[src/rtl/alu_pkg.sv]
// Functional notes
// - add immediate to accumulator, flags C DC Z
// - add file to accumulator, destination select
// - destination bit 0 accumulator, 1 file
// - and file with accumulator, zero flag only
// - and immediate with accumulator, zero only
// - clear chosen file bit, flags untouched
// - set chosen file bit, flags untouched
// - skip next when tested bit is zero
// - skip next when tested bit is one
package alu_pkg;
   localparam int DATA_W = 8;
   localparam int ADDR_W = 7;
   localparam int BIT_W = 3;
   localparam int NIB_W = 4;
   localparam logic [DATA_W-1:0] ACC_RESET = 8'h00;
   localparam logic DEST_ACC = 1'b0;
   localparam logic DEST_FILE = 1'b1;
   localparam logic [DATA_W-1:0] BIT_ONE = 8'h01;
   localparam logic FLAG_RESET = 1'b0;

   typedef enum logic [3:0] {
      OP_NONE = 4'h0,
      OP_ADD_IMM = 4'h1,
      OP_ADD_FILE = 4'h2,
      OP_AND_FILE = 4'h3,
      OP_AND_IMM = 4'h4,
      OP_BIT_CLEAR = 4'h5,
      OP_BIT_SET = 4'h6,
      OP_SKIP_ZERO = 4'h7,
      OP_SKIP_ONE = 4'h8
   } op_t;

   typedef enum logic [0:0] {
      ST_RUN = 1'b0,
      ST_SKIP = 1'b1
   } exec_state_t;
endpackage

[src/rtl/adder_if.sv]
`timescale 1ns/100ps
`default_nettype none
interface adder_if;
   import alu_pkg::*;
   logic [DATA_W-1:0] a;
   logic [DATA_W-1:0] b;
   logic [DATA_W-1:0] sum;
   logic carry;
   logic half_carry;
   logic zero;
   modport user (output a, output b, input sum, input carry, input half_carry, input zero);
   modport unit (input a, input b, output sum, output carry, output half_carry, output zero);
endinterface
`default_nettype wire

[src/rtl/flag_adder.sv]
`timescale 1ns/100ps
`default_nettype none
module flag_adder
   import alu_pkg::*;
(
   adder_if.unit bus
);
   logic [NIB_W:0] low_sum;
   logic [DATA_W:0] full_sum;
   assign low_sum = {1'b0, bus.a[NIB_W-1:0]} + {1'b0, bus.b[NIB_W-1:0]};
   assign full_sum = {1'b0, bus.a} + {1'b0, bus.b};
   assign bus.sum = full_sum[DATA_W-1:0];
   assign bus.carry = full_sum[DATA_W];
   assign bus.half_carry = low_sum[NIB_W];
   assign bus.zero = (full_sum[DATA_W-1:0] == '0);
endmodule
`default_nettype wire

[src/rtl/add_and_bit_test_execution.sv]
`timescale 1ns/100ps
`default_nettype none
module add_and_bit_test_execution
   import alu_pkg::*;
(
   // clock and reset
   input wire logic ref_clk,
   input wire logic rst_n,
   // decoded instruction
   input wire logic instr_valid,
   input wire op_t instr_op,
   input wire logic [DATA_W-1:0] instr_imm,
   input wire logic [ADDR_W-1:0] instr_addr,
   input wire logic [BIT_W-1:0] instr_bit,
   input wire logic instr_dest,
   // file register space
   output logic [ADDR_W-1:0] file_addr,
   input wire logic [DATA_W-1:0] file_rdata,
   output logic file_we,
   output logic [DATA_W-1:0] file_wdata,
   // accumulator and flags
   output logic [DATA_W-1:0] acc_q,
   output logic carry_q,
   output logic half_carry_flag_q,
   output logic zero_q,
   // skip control
   output logic skip_q,
   output logic busy
);
   // one adder serves both add forms; the and path needs no carry chain
   adder_if add_bus ();
   flag_adder u_add (
      .bus(add_bus)
   );

   // sequencer state: run, or the discarded slot after a skip hit
   exec_state_t state_q;
   exec_state_t state_d;

   // decoded operation strobes, each already qualified by live
   logic live;
   logic op_add_imm;
   logic op_add_file;
   logic op_and_file;
   logic op_and_imm;
   logic op_bit_clear;
   logic op_bit_set;
   logic op_skip_zero;
   logic op_skip_one;
   logic is_add;
   logic is_and;
   logic is_bit_write;

   // operands and results
   logic [DATA_W-1:0] operand;
   logic [DATA_W-1:0] bit_mask;
   logic [DATA_W-1:0] and_res;
   logic [DATA_W-1:0] result;
   logic [DATA_W-1:0] bit_res;
   logic tested_bit;
   logic to_acc;
   logic to_file;
   logic skip_hit;

   // next values of the registered outputs
   logic [DATA_W-1:0] acc_d;
   logic skip_d;
   logic carry_d;
   logic half_carry_d;
   logic zero_d;

   // one-hot mask for a bit position
   function automatic logic [DATA_W-1:0] bit_select(input logic [BIT_W-1:0] pos);
      return BIT_ONE << pos;
   endfunction

   function automatic logic bit_pick(input logic [DATA_W-1:0] data, input logic [BIT_W-1:0] pos);
      return data[pos];
   endfunction

   // literal forms take the immediate and always land in the accumulator
   function automatic logic uses_imm(input op_t op);
      return (op == OP_ADD_IMM) || (op == OP_AND_IMM);
   endfunction

   // only the file forms honour the destination bit
   function automatic logic uses_dest(input op_t op);
      return (op == OP_ADD_FILE) || (op == OP_AND_FILE);
   endfunction

   function automatic logic is_zero(input logic [DATA_W-1:0] data);
      return data == '0;
   endfunction

   // a decoded strobe only fires outside the discarded slot
   function automatic logic op_hit(input logic ok, input op_t op, input op_t want);
      return ok && (op == want);
   endfunction

   // an instruction offered during the skip slot is dropped, not delayed
   assign busy = (state_q == ST_SKIP);
   assign live = instr_valid && !busy;

   // one strobe per operation keeps the routing terms readable
   assign op_add_imm = op_hit(live, instr_op, OP_ADD_IMM);
   assign op_add_file = op_hit(live, instr_op, OP_ADD_FILE);
   assign op_and_file = op_hit(live, instr_op, OP_AND_FILE);
   assign op_and_imm = op_hit(live, instr_op, OP_AND_IMM);
   assign op_bit_clear = op_hit(live, instr_op, OP_BIT_CLEAR);
   assign op_bit_set = op_hit(live, instr_op, OP_BIT_SET);
   assign op_skip_zero = op_hit(live, instr_op, OP_SKIP_ZERO);
   assign op_skip_one = op_hit(live, instr_op, OP_SKIP_ONE);
   assign is_add = op_add_imm || op_add_file;
   assign is_and = op_and_imm || op_and_file;
   assign is_bit_write = op_bit_clear || op_bit_set;

   // file address is combinational so file_rdata is valid the same cycle
   assign file_addr = instr_addr;
   assign bit_mask = bit_select(instr_bit);
   assign tested_bit = bit_pick(file_rdata, instr_bit);

   // the and path and the adder see the same operand
   assign operand = uses_imm(instr_op) ? instr_imm : file_rdata;
   assign add_bus.a = acc_q;
   assign add_bus.b = operand;
   assign and_res = acc_q & operand;
   assign result = is_add ? add_bus.sum : and_res;
   assign bit_res = op_bit_set ? (file_rdata | bit_mask) : (file_rdata & ~bit_mask);

   // literal forms ignore the destination bit
   assign to_acc = (is_add || is_and) && (uses_imm(instr_op) || instr_dest == DEST_ACC);
   assign to_file = (is_add || is_and) && uses_dest(instr_op) && instr_dest == DEST_FILE;
   assign skip_hit = (op_skip_zero && !tested_bit) || (op_skip_one && tested_bit);

   // write-back is combinational; the file space takes it on the same edge, so a
   // following instruction already reads the new value
   assign file_we = to_file || is_bit_write;
   assign file_wdata = to_file ? result : bit_res;

   assign acc_d = to_acc ? result : acc_q;
   assign skip_d = skip_hit;

   // bit ops and skips leave every flag alone; and keeps carry and half carry
   always_comb begin
      carry_d = carry_q;
      half_carry_d = half_carry_flag_q;
      zero_d = zero_q;
      if (is_add) begin
         carry_d = add_bus.carry;
         half_carry_d = add_bus.half_carry;
         zero_d = add_bus.zero;
      end else if (is_and) begin
         zero_d = is_zero(and_res);
      end
   end

   always_comb begin
      state_d = state_q;
      unique case (state_q)
         ST_RUN: begin
            state_d = skip_hit ? ST_SKIP : ST_RUN;
         end
         ST_SKIP: begin
            // the substituted no-operation is this single slot
            state_d = ST_RUN;
         end
      endcase
   end

   // a skip hit costs exactly one extra slot
   always_ff @(posedge ref_clk or negedge rst_n) begin
      if (!rst_n) begin
         state_q <= ST_RUN;
      end else begin
         state_q <= state_d;
      end
   end

   // skip_q marks the discarded slot, one cycle after the decision
   always_ff @(posedge ref_clk or negedge rst_n) begin
      if (!rst_n) begin
         skip_q <= FLAG_RESET;
      end else begin
         skip_q <= skip_d;
      end
   end

   // accumulator holds unless a result is routed to it
   always_ff @(posedge ref_clk or negedge rst_n) begin
      if (!rst_n) begin
         acc_q <= ACC_RESET;
      end else begin
         acc_q <= acc_d;
      end
   end

   always_ff @(posedge ref_clk or negedge rst_n) begin
      if (!rst_n) begin
         carry_q <= FLAG_RESET;
      end else begin
         carry_q <= carry_d;
      end
   end

   always_ff @(posedge ref_clk or negedge rst_n) begin
      if (!rst_n) begin
         half_carry_flag_q <= FLAG_RESET;
      end else begin
         half_carry_flag_q <= half_carry_d;
      end
   end

   always_ff @(posedge ref_clk or negedge rst_n) begin
      if (!rst_n) begin
         zero_q <= FLAG_RESET;
      end else begin
         zero_q <= zero_d;
      end
   end
endmodule
`default_nettype wire

[config.mk]
export PLATFORM = sky130hd
export DESIGN_NAME = add_and_bit_test_execution
export DESIGN_NICKNAME = d
export VERILOG_FILES = /design/src/rtl/alu_pkg.sv /design/src/rtl/adder_if.sv /design/src/rtl/flag_adder.sv /design/src/rtl/add_and_bit_test_execution.sv
export SDC_FILE = /design/constraint.sdc
export NUM_CORES = 1
export LEC_CHECK = 0
export BUFFER_PORTS_ARGS = -buffer_cell sky130_fd_sc_hd__buf_4
export CORE_MARGIN = 1.5
export CORE_UTILIZATION = 45
export DETAILED_ROUTE_END_ITERATION = 8
export HOLD_SLACK_MARGIN = 0.12
export PLACE_DENSITY = 0.84
export SLEW_MARGIN = 20
export SYNTH_ARGS = -nofsm -noshare
export SYNTH_HDL_FRONTEND = slang
export SYNTH_SLANG_ARGS = --single-unit
[constraint.sdc]
create_clock -name ref_clk -period 6.06 [get_ports ref_clk]
set_input_delay 0 -clock ref_clk [delete_from_list [all_inputs] [get_ports ref_clk]]
set_output_delay 0 -clock ref_clk [all_outputs]
set_load 0.05 [all_outputs]
==> impl_metrics.tcl, run 1 <==
set metrics [dict create \
    status "finished, final reports clean" \
    critPathMaxFanout 9 \
    drt-vias-per-instance 5.796 \
    period_needed_ns 3.493 \
    hold_viol 0 \
    clockBufferDepth 2 \
    avgSynthCellArea_um2 8.321 \
    hold_class "input pin to register" \
    finClkSkew_ns 0.004733 \
    fin_setup_tns_ns 0 \
    place_ws_ns 3.153 \
    grt_pass1_vias 1413 \
    syn2layout_area_growth_pct 31.72 \
    wl_per_cell_um 15.30 \
    cts_root_buffer "clkbuf_4" \
    ys_warn_count 0 \
    max_slew_margin 0.5409 \
    drv_slew 0 \
    clock_sinks 13 \
    crit_path_top_delay_cell "dlygate4sd3_1" \
    period_share 0.5765 \
    detail-route-antenna-nets 0 \
    nNetsFinal 275 \
    cts_tree "done" \
    syn_nets 226 \
    drt-initial-drc-count 138 \
    hpwl_um 3061 \
    antenna_found_initial 0 \
    die_h_um 61.17 \
    drc 0 \
    synthArstFlopShare 1.000 \
    fillers 265 \
    htreeDepth 1 \
    drive_above_1_share 0.3247 \
    worst_slack_ns 2.567 \
    crit_chain "dlygate4sd3_1 -> buf_4 -> xnor2_1 -> or3_1 -> mux2_2 -> ha_1 -> inv_1 -> fa_1 -> nand2b_1 -> a21oi_1 -> o22ai_1 -> o31ai_1 -> a21o_1 -> buf_4" \
    n_antenna_cell 0 \
    cpMostUsedCell "buf_4" \
    tightestPinTransition_ns 0.6830 \
    die_x_um 61.17 \
    clk_pin_slew_ns 0.09 \
    synth_edf_count 0 \
    num_io_pins 63 \
    setup_viol 0 \
    via_count 1594 \
    worstSetupPathType "input pin to output pin" \
    critPathLaunchType "input pin" \
    power.leakage_nw 0.9350 \
    ir_drop_mv 0.09799 \
    synth_cell_types 47 \
    grt_overflow_total 0 \
    endpoint_kind "output pin" \
    grt_pass1_wl_um 6327 \
    grt_max_degree 18 \
    rows 20 \
    clock_latency_ns 0.29 \
    postRouteWirelength_um 4208 \
    power_density_nw_per_um2 192.6 \
    grt_usage 0.2323 \
    fmax_ghz 0.2863 \
    start_util 0.4868 \
    drt_first_pass_iters 4 \
    synth-seq-cells 13 \
    cp.arrival_ns 3.49 \
    numCtsBuffers 3 \
    synth_top_flop_cell "dfrtp_1" \
    port_buffers 48 \
    synth_area_um2 1523 \
    cap_violations 0 \
    rsz0062_at_grt "false" \
    critPathRequiredTime_ns 6.06 \
    cpPeakStageDelay_ns 0.54 \
    dieArea_um2 3742 \
    yosysSeqAreaShare 0.2136 \
    placeableCoreArea_um2 3128 \
    synth_cells 183 \
    place.gp.congestion 0.8183 \
]
[power breakdown]
part	internal [mW]	switching [mW]	total [mW]
Clock	0.0246	0.0318	0.0564
Sequential	0.0970	0.00850	0.106
Combinational	0.0857	0.139	0.224
Total	0.207	0.179	0.386
[Yosys cell counts (2+ instances only)]
cell type / instances / area [um^2]
nor2_1: 17 / 63.81
dfrtp_1: 13 / 325.3
mux2_2: 13 / 146.4
a21oi_1: 12 / 60.06
nand2_1: 12 / 45.04
ha_1: 8 / 100.1
mux2i_1: 8 / 80.08
buf_4: 7 / 52.55
clkbuf_1: 7 / 26.28
o21ai_0: 7 / 35.03
nand2b_1: 6 / 37.54
inv_1: 5 / 18.77
o21ai_1: 5 / 25.02
a211oi_1: 4 / 30.03
nand3b_1: 4 / 30.03
nor3_1: 4 / 20.02
nor4_1: 4 / 25.02
a21o_1: 3 / 22.52
or3_1: 3 / 18.77
xnor2_1: 3 / 26.28
a31oi_1: 2 / 12.51
buf_2: 2 / 10.01
mux4_2: 2 / 45.04
nand3_1: 2 / 10.01
nor2b_1: 2 / 12.51
nor3b_1: 2 / 15.01
o22ai_1: 2 / 12.51
o31ai_1: 2 / 15.01
or2_2: 2 / 12.51
or4b_2: 2 / 20.02
xor2_1: 2 / 17.52
[worst max-delay path, delay by kind of cell]
| family | cells | cell delay [ns] |
|---|---|---|
| buffers and inverters | 4 | 0.97 |
| AO/OA/AOI/OAI | 4 | 0.81 |
| AND/OR/NAND/NOR | 2 | 0.67 |
| adder cells (fa/ha/maj) | 2 | 0.63 |
| multiplexers | 1 | 0.30 |
| XOR/XNOR | 1 | 0.11 |
[timing repair]
item | CTS | global route
hold buffers | 12 | 0
hold endpoints to repair | 22 | 0
resized for setup | 0 | 0
setup buffers | 0 | 0
[metrics by stage]
| step | total power, mW | instances | hold slack (ns) | utilization | area, um^2 |
|---|---|---|---|---|---|
| finish | 0.3863 | 275 | 0.2270 | 0.6412 | 2006 |
| global route | 0.4123 | 275 | 0.2215 | 0.6412 | 2006 |
| detailed placement | 0.3134 | 259 | -0.1433 | 0.5920 | 1852 |
| global placement | 0.3109 | 259 | -0.1450 | 0.5920 | 1852 |
| CTS | 0.3860 | 275 | 0.1948 | 0.6392 | 1999 |
| floorplan | 0.2652 | 183 | -0.2956 | - | 1523 |
[sequential cells by signal (all words and copies together), names as in the netlist]
signal             flops
carry_q                1
busy                   1
skip_q                 1
acc_q                  8
zero_q                 1
half_carry_flag_q      1
[path summary, 6_finish.rpt]
| kind | to | slack [ns] | cells past startpoint | from |
|---|---|---|---|---|
| max reg2reg | zero_q$_DFFE_PN0P_ | 3.54 | 5 | busy$_DFF_PN0_ |
| min in group asynchronous | carry_q$_DFFE_PN0N_ | 0.79 | 3 | rst_n |
| max in group asynchronous | acc_q[2]$_DFFE_PN0P_ | 4.88 | 3 | rst_n |
| min | busy$_DFF_PN0_ | 0.23 | 4 | instr_op[1] |
| max | file_wdata[6] | 2.57 | 14 | instr_op[0] |
| min reg2reg | acc_q[4]$_DFFE_PN0P_ | 0.54 | 2 | acc_q[4]$_DFFE_PN0P_ |
[per-layer routing]
metal | share of wire | vias up | wire [um] | global-route usage
li1 | - | 770 | - | -
met1 | 0.40 | 729 | 1693 | 0.2814
met2 | 0.48 | 82 | 2034 | 0.3982
met3 | 0.085 | 13 | 357 | 0.03992
met4 | 0.029 | 0 | 123 | 0.1118
met5 | 0 | - | 0 | 0
[placed cells by master (no fill, tap or decap), drive strengths merged, types with 2 or more instances in the layout]
cell type | synthesis | final
a21o | 3 | 3
nor3b | 2 | 2
dlygate4sd3 | 0 | 12
a31oi | 2 | 2
nand2 | 12 | 12
buf | 9 | 49
mux2 | 14 | 14
or2 | 2 | 2
xnor2 | 3 | 3
nor2 | 17 | 17
o31ai | 2 | 2
or4b | 3 | 3
nor4 | 5 | 5
nand3 | 2 | 2
clkbuf | 8 | 3
dfrtp | 13 | 13
a21oi | 12 | 12
mux2i | 8 | 8
nand3b | 4 | 4
mux4 | 2 | 2
xor2 | 2 | 2
nand2b | 6 | 6
o21ai | 12 | 12
or3 | 3 | 3
inv | 5 | 5
ha | 8 | 8
nor2b | 2 | 2
o22ai | 2 | 2
nor3 | 4 | 4
a211oi | 4 | 4
[logic make-up after synthesis]
logic type | count (synthesis) | synth area share
simple gates | 67 | 0.2457
compound gates | 43 | 0.1734
mux | 24 | 0.1857
buf+inv | 22 | 0.07395
flops | 13 | 0.2136
fa+ha+maj | 9 | 0.07889
xor+xnor | 5 | 0.02876
[cell type report]
class / instances / area [um^2] / area share
clock buffers: 3 / 22.52 / 0.01123
clock inverters: 1 / 5.005 / 0.002495
inverters: 5 / 18.77 / 0.009357
multi-input cells: 148 / 1091 / 0.5440
flip-flops and latches: 13 / 325.3 / 0.1622
well taps: 44 / 55.05 / 0.02745
repair buffers: 61 / 488.0 / 0.2433
No activity file was read; power rests on OpenSTA's default activity.
==> run 2: changes to the inputs <==
Settings changed: ABC_AREA set to 1, PLACE_DENSITY 0.84 to 0.82.
Clock period 6.06 ns to 3.5 ns, I/O delays scaled along.
==> run 2 against run 1 <==
- total power up 86%
- sequential power up 81%
- clock power up 70%
- largest power group unchanged
- first-iteration DRC count down 43%
- combinational power up 92%
- count of clock-buffer cells in the layout up 1
- clock skew up 0.0088 ns
- final cell count up 32%
- wire length up 4.1%
- core utilization down 2.0 points
- design area up 5.7%
==> impl_metrics.tcl, run 2 <==
set metrics [dict create \
    status "finished, final reports clean" \
    post_cts_buffers 0 \
    drv_slew 0 \
    drive_above_1_share 0.2405 \
    dieArea_um2 4031 \
    drt-vias-per-instance 5.086 \
    avgSynthCellArea_um2 6.261 \
    ir_drop_mv 0.1130 \
    finalNonFillerCells 362 \
    synth-adder-area-share 0.07295 \
    cts_resized 0 \
    setup_viol 0 \
    numCtsBuffers 3 \
    synth-seq-cells 13 \
    ys_warn_count 0 \
    synth_cells 263 \
    grt_usage 0.2320 \
    synth.largest_area_cell "nand2_1" \
    synthArstFlopShare 1.000 \
    cts_hold_buf 11 \
    nNetsFinal 360 \
    postRouteWirelength_um 4379 \
    wl_per_cell_um 12.10 \
    grt_overflow_total 0 \
    r2r_slack_ns 1.56 \
    port_buffers 48 \
    endpoint_kind "output pin" \
    place.gp.congestion 0.9046 \
    critPathMaxFanout 17 \
    synth_cell_types 37 \
    hold_class "input pin to register" \
    synth_area_um2 1647 \
    period_needed_ns 3.066 \
    dp.cells 347 \
    syn_nets 306 \
    worstSetupPathType "input pin to output pin" \
    power.leakage_nw 1.140 \
    max_slew_margin 0.5829 \
    synth_top_family_by_area "simple AND/OR/NAND/NOR gates" \
    yosysSeqAreaShare 0.1976 \
    drt-initial-drc-count 79 \
    via_count 1841 \
    antenna_found_initial 0 \
    mostFrequentLayoutCells "87 x nand2_1, 48 x buf_4, 34 x inv_1, 24 x o21ai_0, 16 x nor2_1" \
    synth.area.top_cells "nand2_1 20%, dfrtp_1 20%, inv_1 7.8%, o21ai_0 7.3%, ha_1 6.1%" \
    rows 21 \
    synth_xor_area_frac 0.005319 \
    drt_first_pass_iters 4 \
    layout_commonest_cell "nand2_1" \
    fmax_ghz 0.3261 \
    clockBufferDepth 2 \
    top_register "acc_q" \
    die_h_um 63.49 \
    period_share 0.8761 \
    cp.arrival_ns 3.07 \
    num_io_pins 63 \
    synth_edf_count 0 \
    clock_sinks 13 \
    cts_root_buffer "clkbuf_4" \
    clk_pin_slew_ns 0.07 \
    grt_pass1_wl_um 7541 \
    critPathLaunchType "input pin" \
    fillers 310 \
    grt_pass1_vias 1749 \
    start_util 0.4821 \
    placeableCoreArea_um2 3416 \
    hold_viol 0 \
    drc 0 \
    synth_top_flop_cell "dfrtp_1" \
    detail-route-antenna-nets 0 \
    synth_mux_area_frac 0.01368 \
    grt_max_degree 18 \
    tightestPinTransition_ns 0.6236 \
    cts_tree "done" \
    fin_setup_tns_ns 0 \
    finClkSkew_ns 0.01357 \
    n_antenna_cell 0 \
    clock_latency_ns 0.29 \
    min_path_cells 5 \
    critPathRequiredTime_ns 3.50 \
    syn2layout_area_growth_pct 28.80 \
    largest_reg_flops 8 \
    cap_violations 0 \
    synth_compound_area_frac 0.2014 \
    hpwl_um 3502 \
    synthTopCellsByCount "87 x nand2_1, 34 x inv_1, 24 x o21ai_0" \
    die_x_um 63.49 \
    reg2regPathDepth 11 \
    power_density_nw_per_um2 339.0 \
    htreeDepth 1 \
    synthMostInstantiatedCell "nand2_1" \
    synth-simple-area-share 0.3746 \
    yosysTopAreaCellShare 0.1983 \
    rsz0062_at_grt "false" \
]
[run 2: per-stage QoR]
| step | hold slack, ns | setup slack [ns] | total power [mW] | utilization | area (um^2) |
|---|---|---|---|---|---|
| 6_report | 0.1819 | 0.4337 | 0.7189 | 0.6209 | 2121 |
| 5_1_grt | 0.2321 | 0.2711 | 0.7760 | 0.6209 | 2121 |
| 4_1_cts | 0.1700 | 0.5160 | 0.7191 | 0.6209 | 2121 |
| 3_5_place_dp | -0.1423 | 1.074 | 0.5970 | 0.5810 | 1984 |
| 3_3_place_gp | -0.1406 | 1.130 | 0.5941 | 0.5810 | 1984 |
| 2_1_floorplan | -0.2956 | 0.9543 | 0.4991 | - | 1647 |
[run 2: cell type report]
cell class              instances  area [um^2]  share of cell area
multi-input cells             203         1100              0.5186
repair buffers                 59        470.5              0.2218
flip-flops and latches         13        325.3              0.1534
inverters                      37        141.4             0.06667
well taps                      46        57.56             0.02714
clock buffers                   4        26.28             0.01239
[run 2: cells by family (layout without fill, tap and decap cells)]
group,Yosys count,after routing
simple gates,137,137
xor+xnor,1,1
compound gates,54,54
fa+ha+maj,9,9
buf+inv,47,100
mux,2,2
flops,13,13
[run 2: worst max-delay path: stages]
cell and delay [ns]:
dlygate4sd3_1 0.57, buf_4 0.17, inv_2 0.07, nand2_2 0.09, o21ai_4 0.35, nand2_1 0.08, o21ai_0 0.10, ha_1 0.24
inv_1 0.07, fa_1 0.40, inv_1 0.09, nand3_1 0.09, nand3b_1 0.11, nand2_1 0.07, nand2_1 0.05, o21ai_0 0.14
o21ai_1 0.17, buf_4 0.21
[run 2: worst paths after layout]
kind	from	end
min in group asynchronous	rst_n	acc_q[4]$_DFFE_PN0P_
min	instr_op[1]	busy$_DFF_PN0_
max reg2reg	acc_q[0]$_DFFE_PN0P_	acc_q[6]$_DFFE_PN0P_
max	instr_op[3]	file_wdata[4]
min reg2reg	carry_q$_DFFE_PN0N_	carry_q$_DFFE_PN0N_
max in group asynchronous	rst_n	half_carry_flag_q$_DFFE_PN0N_
[run 2: power by group]
group | total, mW | switching (mW) | leakage, nW | internal, mW
clock network | 0.0956 | 0.0514 | 0.0150 | 0.0443
logic | 0.431 | 0.287 | 0.953 | 0.144
registers | 0.192 | 0.0192 | 0.172 | 0.173
[run 2: layer usage]
metal	global-route usage	part of all wire	routed length, um
met1	0.3042	0.47	2040
met2	0.3829	0.47	2041
met3	0.01964	0.043	190
met4	0.1114	0.024	107
met5	0	0	0
==> run 3: changes to the inputs <==
Settings changed: PLACE_DENSITY 0.82 to 0.7.
==> run 3 against run 2 <==
- setup slack improved by 0.0030 ns
- critical path type unchanged
- flip-flop and latch count unchanged
- critical endpoint is now file_wdata[6]
- via count increased by 0.98%
- global-route usage decreased by 0.27 points
- largest power group unchanged
- critical path depth increased by 1
- register-to-register slack improved by 0.02 ns
- sequential share of layout area unchanged
- worst hold slack got worse by 0.0056 ns
- combinational power about the same
- design area unchanged
- final cell count unchanged
==> impl_metrics.tcl, run 3 (same netlist as run 2, synthesis figures left out) <==
set metrics [dict create \
    grt_pass1_vias 1643 \
    critPathMaxFanout 17 \
    grt_usage 0.2293 \
    die_x_um 63.49 \
    drt_first_pass_iters 5 \
    clockBufferDepth 2 \
    r2r_slack_ns 1.58 \
    clock_sinks 13 \
    postRouteWirelength_um 4479 \
    num_io_pins 63 \
    cts_tree "done" \
    max_slew_margin 0.5758 \
    drive_above_1_share 0.2405 \
    fillers 323 \
    detail-route-antenna-nets 0 \
    syn2layout_area_growth_pct 28.80 \
    cts_root_buffer "clkbuf_4" \
    drt-vias-per-instance 5.135 \
    place.gp.congestion 0.8899 \
    register_area_um2 325.3 \
    r2r-end "acc_q[6]$_DFFE_PN0P_" \
    hpwl_um 3479 \
    period_needed_ns 3.063 \
    critPathRequiredTime_ns 3.50 \
    clock_latency_ns 0.29 \
    min_from "instr_op[1]" \
    hold_viol 0 \
    drt-initial-drc-count 164 \
    grt_overflow_total 0 \
    multi_input_area_um2 1100 \
    worstSetupPathType "input pin to output pin" \
    critPathLaunchType "input pin" \
    placeableCoreArea_um2 3416 \
    hold_class "input pin to register" \
    nNetsFinal 360 \
    fin_setup_tns_ns 0 \
    layout_commonest_cell "nand2_1" \
    final_core_utilization 0.6209 \
    power.leakage_nw 1.140 \
    period_share 0.8752 \
    mostFrequentLayoutCells "87 x nand2_1, 48 x buf_4, 34 x inv_1, 24 x o21ai_0, 16 x nor2_1" \
    top_register "acc_q" \
    grt_pass1_wl_um 7341 \
    htreeDepth 1 \
    die_h_um 63.49 \
    drv_slew 0 \
    via_count 1859 \
    status "finished, final reports clean" \
    min_path_cells 5 \
    endpoint_kind "output pin" \
    tightestPinTransition_ns 0.6343 \
    wl_per_cell_um 12.37 \
    drc 0 \
    n_antenna_cell 0 \
    grt_max_degree 18 \
    p_total_mw 0.7247 \
    clk_pin_slew_ns 0.07 \
    numCtsBuffers 3 \
    fmax_ghz 0.3264 \
    hold_end "busy$_DFF_PN0_" \
    cap_violations 0 \
    cp.arrival_ns 3.06 \
    r2r_start "acc_q[0]$_DFFE_PN0P_" \
    largest_reg_flops 8 \
    start_util 0.4821 \
    rsz0062_at_grt "false" \
    rows 21 \
    power_density_nw_per_um2 341.7 \
    ir_drop_mv 0.1156 \
    port_buffers 48 \
    dieArea_um2 4031 \
    setup_viol 0 \
    antenna_found_initial 0 \
    finClkSkew_ns 0.01598 \
    reg2regPathDepth 11 \
]
-- run 3: cell counts in the layout (fill, tap and decap cells not counted) --
Identical to the previous run, type by type.
-- run 3: how the worst max path moves through the flow --
| stage | startpoint | end | slack [ns] | depth (start not counted) |
|---|---|---|---|---|
| 6_report | instr_op[3] | file_wdata[6] | 0.44 | 19 |
| 5_1_grt | instr_op[3] | file_wdata[6] | 0.15 | 19 |
| 4_1_cts | instr_op[3] | file_wdata[6] | 0.46 | 19 |
| 3_5_place_dp | instr_op[2] | file_wdata[4] | 1.02 | 17 |
| 3_3_place_gp | instr_op[2] | file_wdata[4] | 1.10 | 17 |
| 2_1_floorplan | acc_q[0]$_DFFE_PN0P_ | file_wdata[4] | 0.95 | 10 |
-- run 3: cell type report --
cell class              count  share of cell area
flip-flops and latches     13              0.1534
inverters                  37             0.06667
clock buffers               4             0.01239
multi-input cells         203              0.5186
repair buffers             59              0.2218
well taps                  46             0.02714
-- run 3: metrics by stage --
| step | instance area (um^2) | hold slack, ns | std cells | worst slack (ns) |
|---|---|---|---|---|
| floorplan | 1647 | -0.2956 | 263 | 0.9543 |
| global placement | 1984 | -0.1416 | 347 | 1.104 |
| detailed placement | 1984 | -0.1397 | 347 | 1.024 |
| CTS | 2121 | 0.1781 | 362 | 0.4620 |
| global route | 2121 | 0.2077 | 362 | 0.1504 |
| finish | 2121 | 0.1763 | 362 | 0.4367 |
-- run 3: metal layers --
metal	GRT usage	wire, um	vias to the layer above
met5	0	0	-
met4	0.07065	68	0
met3	0.02500	360	6
met2	0.3434	1897	98
met1	0.3417	2152	800
li1	-	-	955
-- run 3: power by group --
group / internal [mW] / total, mW / switching, mW
Clock: 0.0444 / 0.0998 / 0.0555
Sequential: 0.173 / 0.192 / 0.0188
Combinational: 0.144 / 0.433 / 0.289
Total: 0.362 / 0.725 / 0.363
-- run 3: worst max-delay path, cell delays in order --
cell and delay [ns]:
dlygate4sd3_1 0.53, buf_4 0.15, inv_2 0.07, nand2_2 0.09, o21ai_4 0.37, nand2_1 0.08, o21ai_0 0.10, ha_1 0.24
inv_1 0.07, fa_1 0.39, inv_1 0.08, nand2_1 0.06, nand2_1 0.08, nand3_1 0.09, nand3_1 0.08, nand2_1 0.09
o211ai_1 0.21, nand2_1 0.08, buf_4 0.19
-- run 3: timing repair --
item                      4_1_cts  5_1_grt
hold endpoints to repair       22        0
resized for setup               0        0
hold buffers                   11        0
setup buffers                   0        0
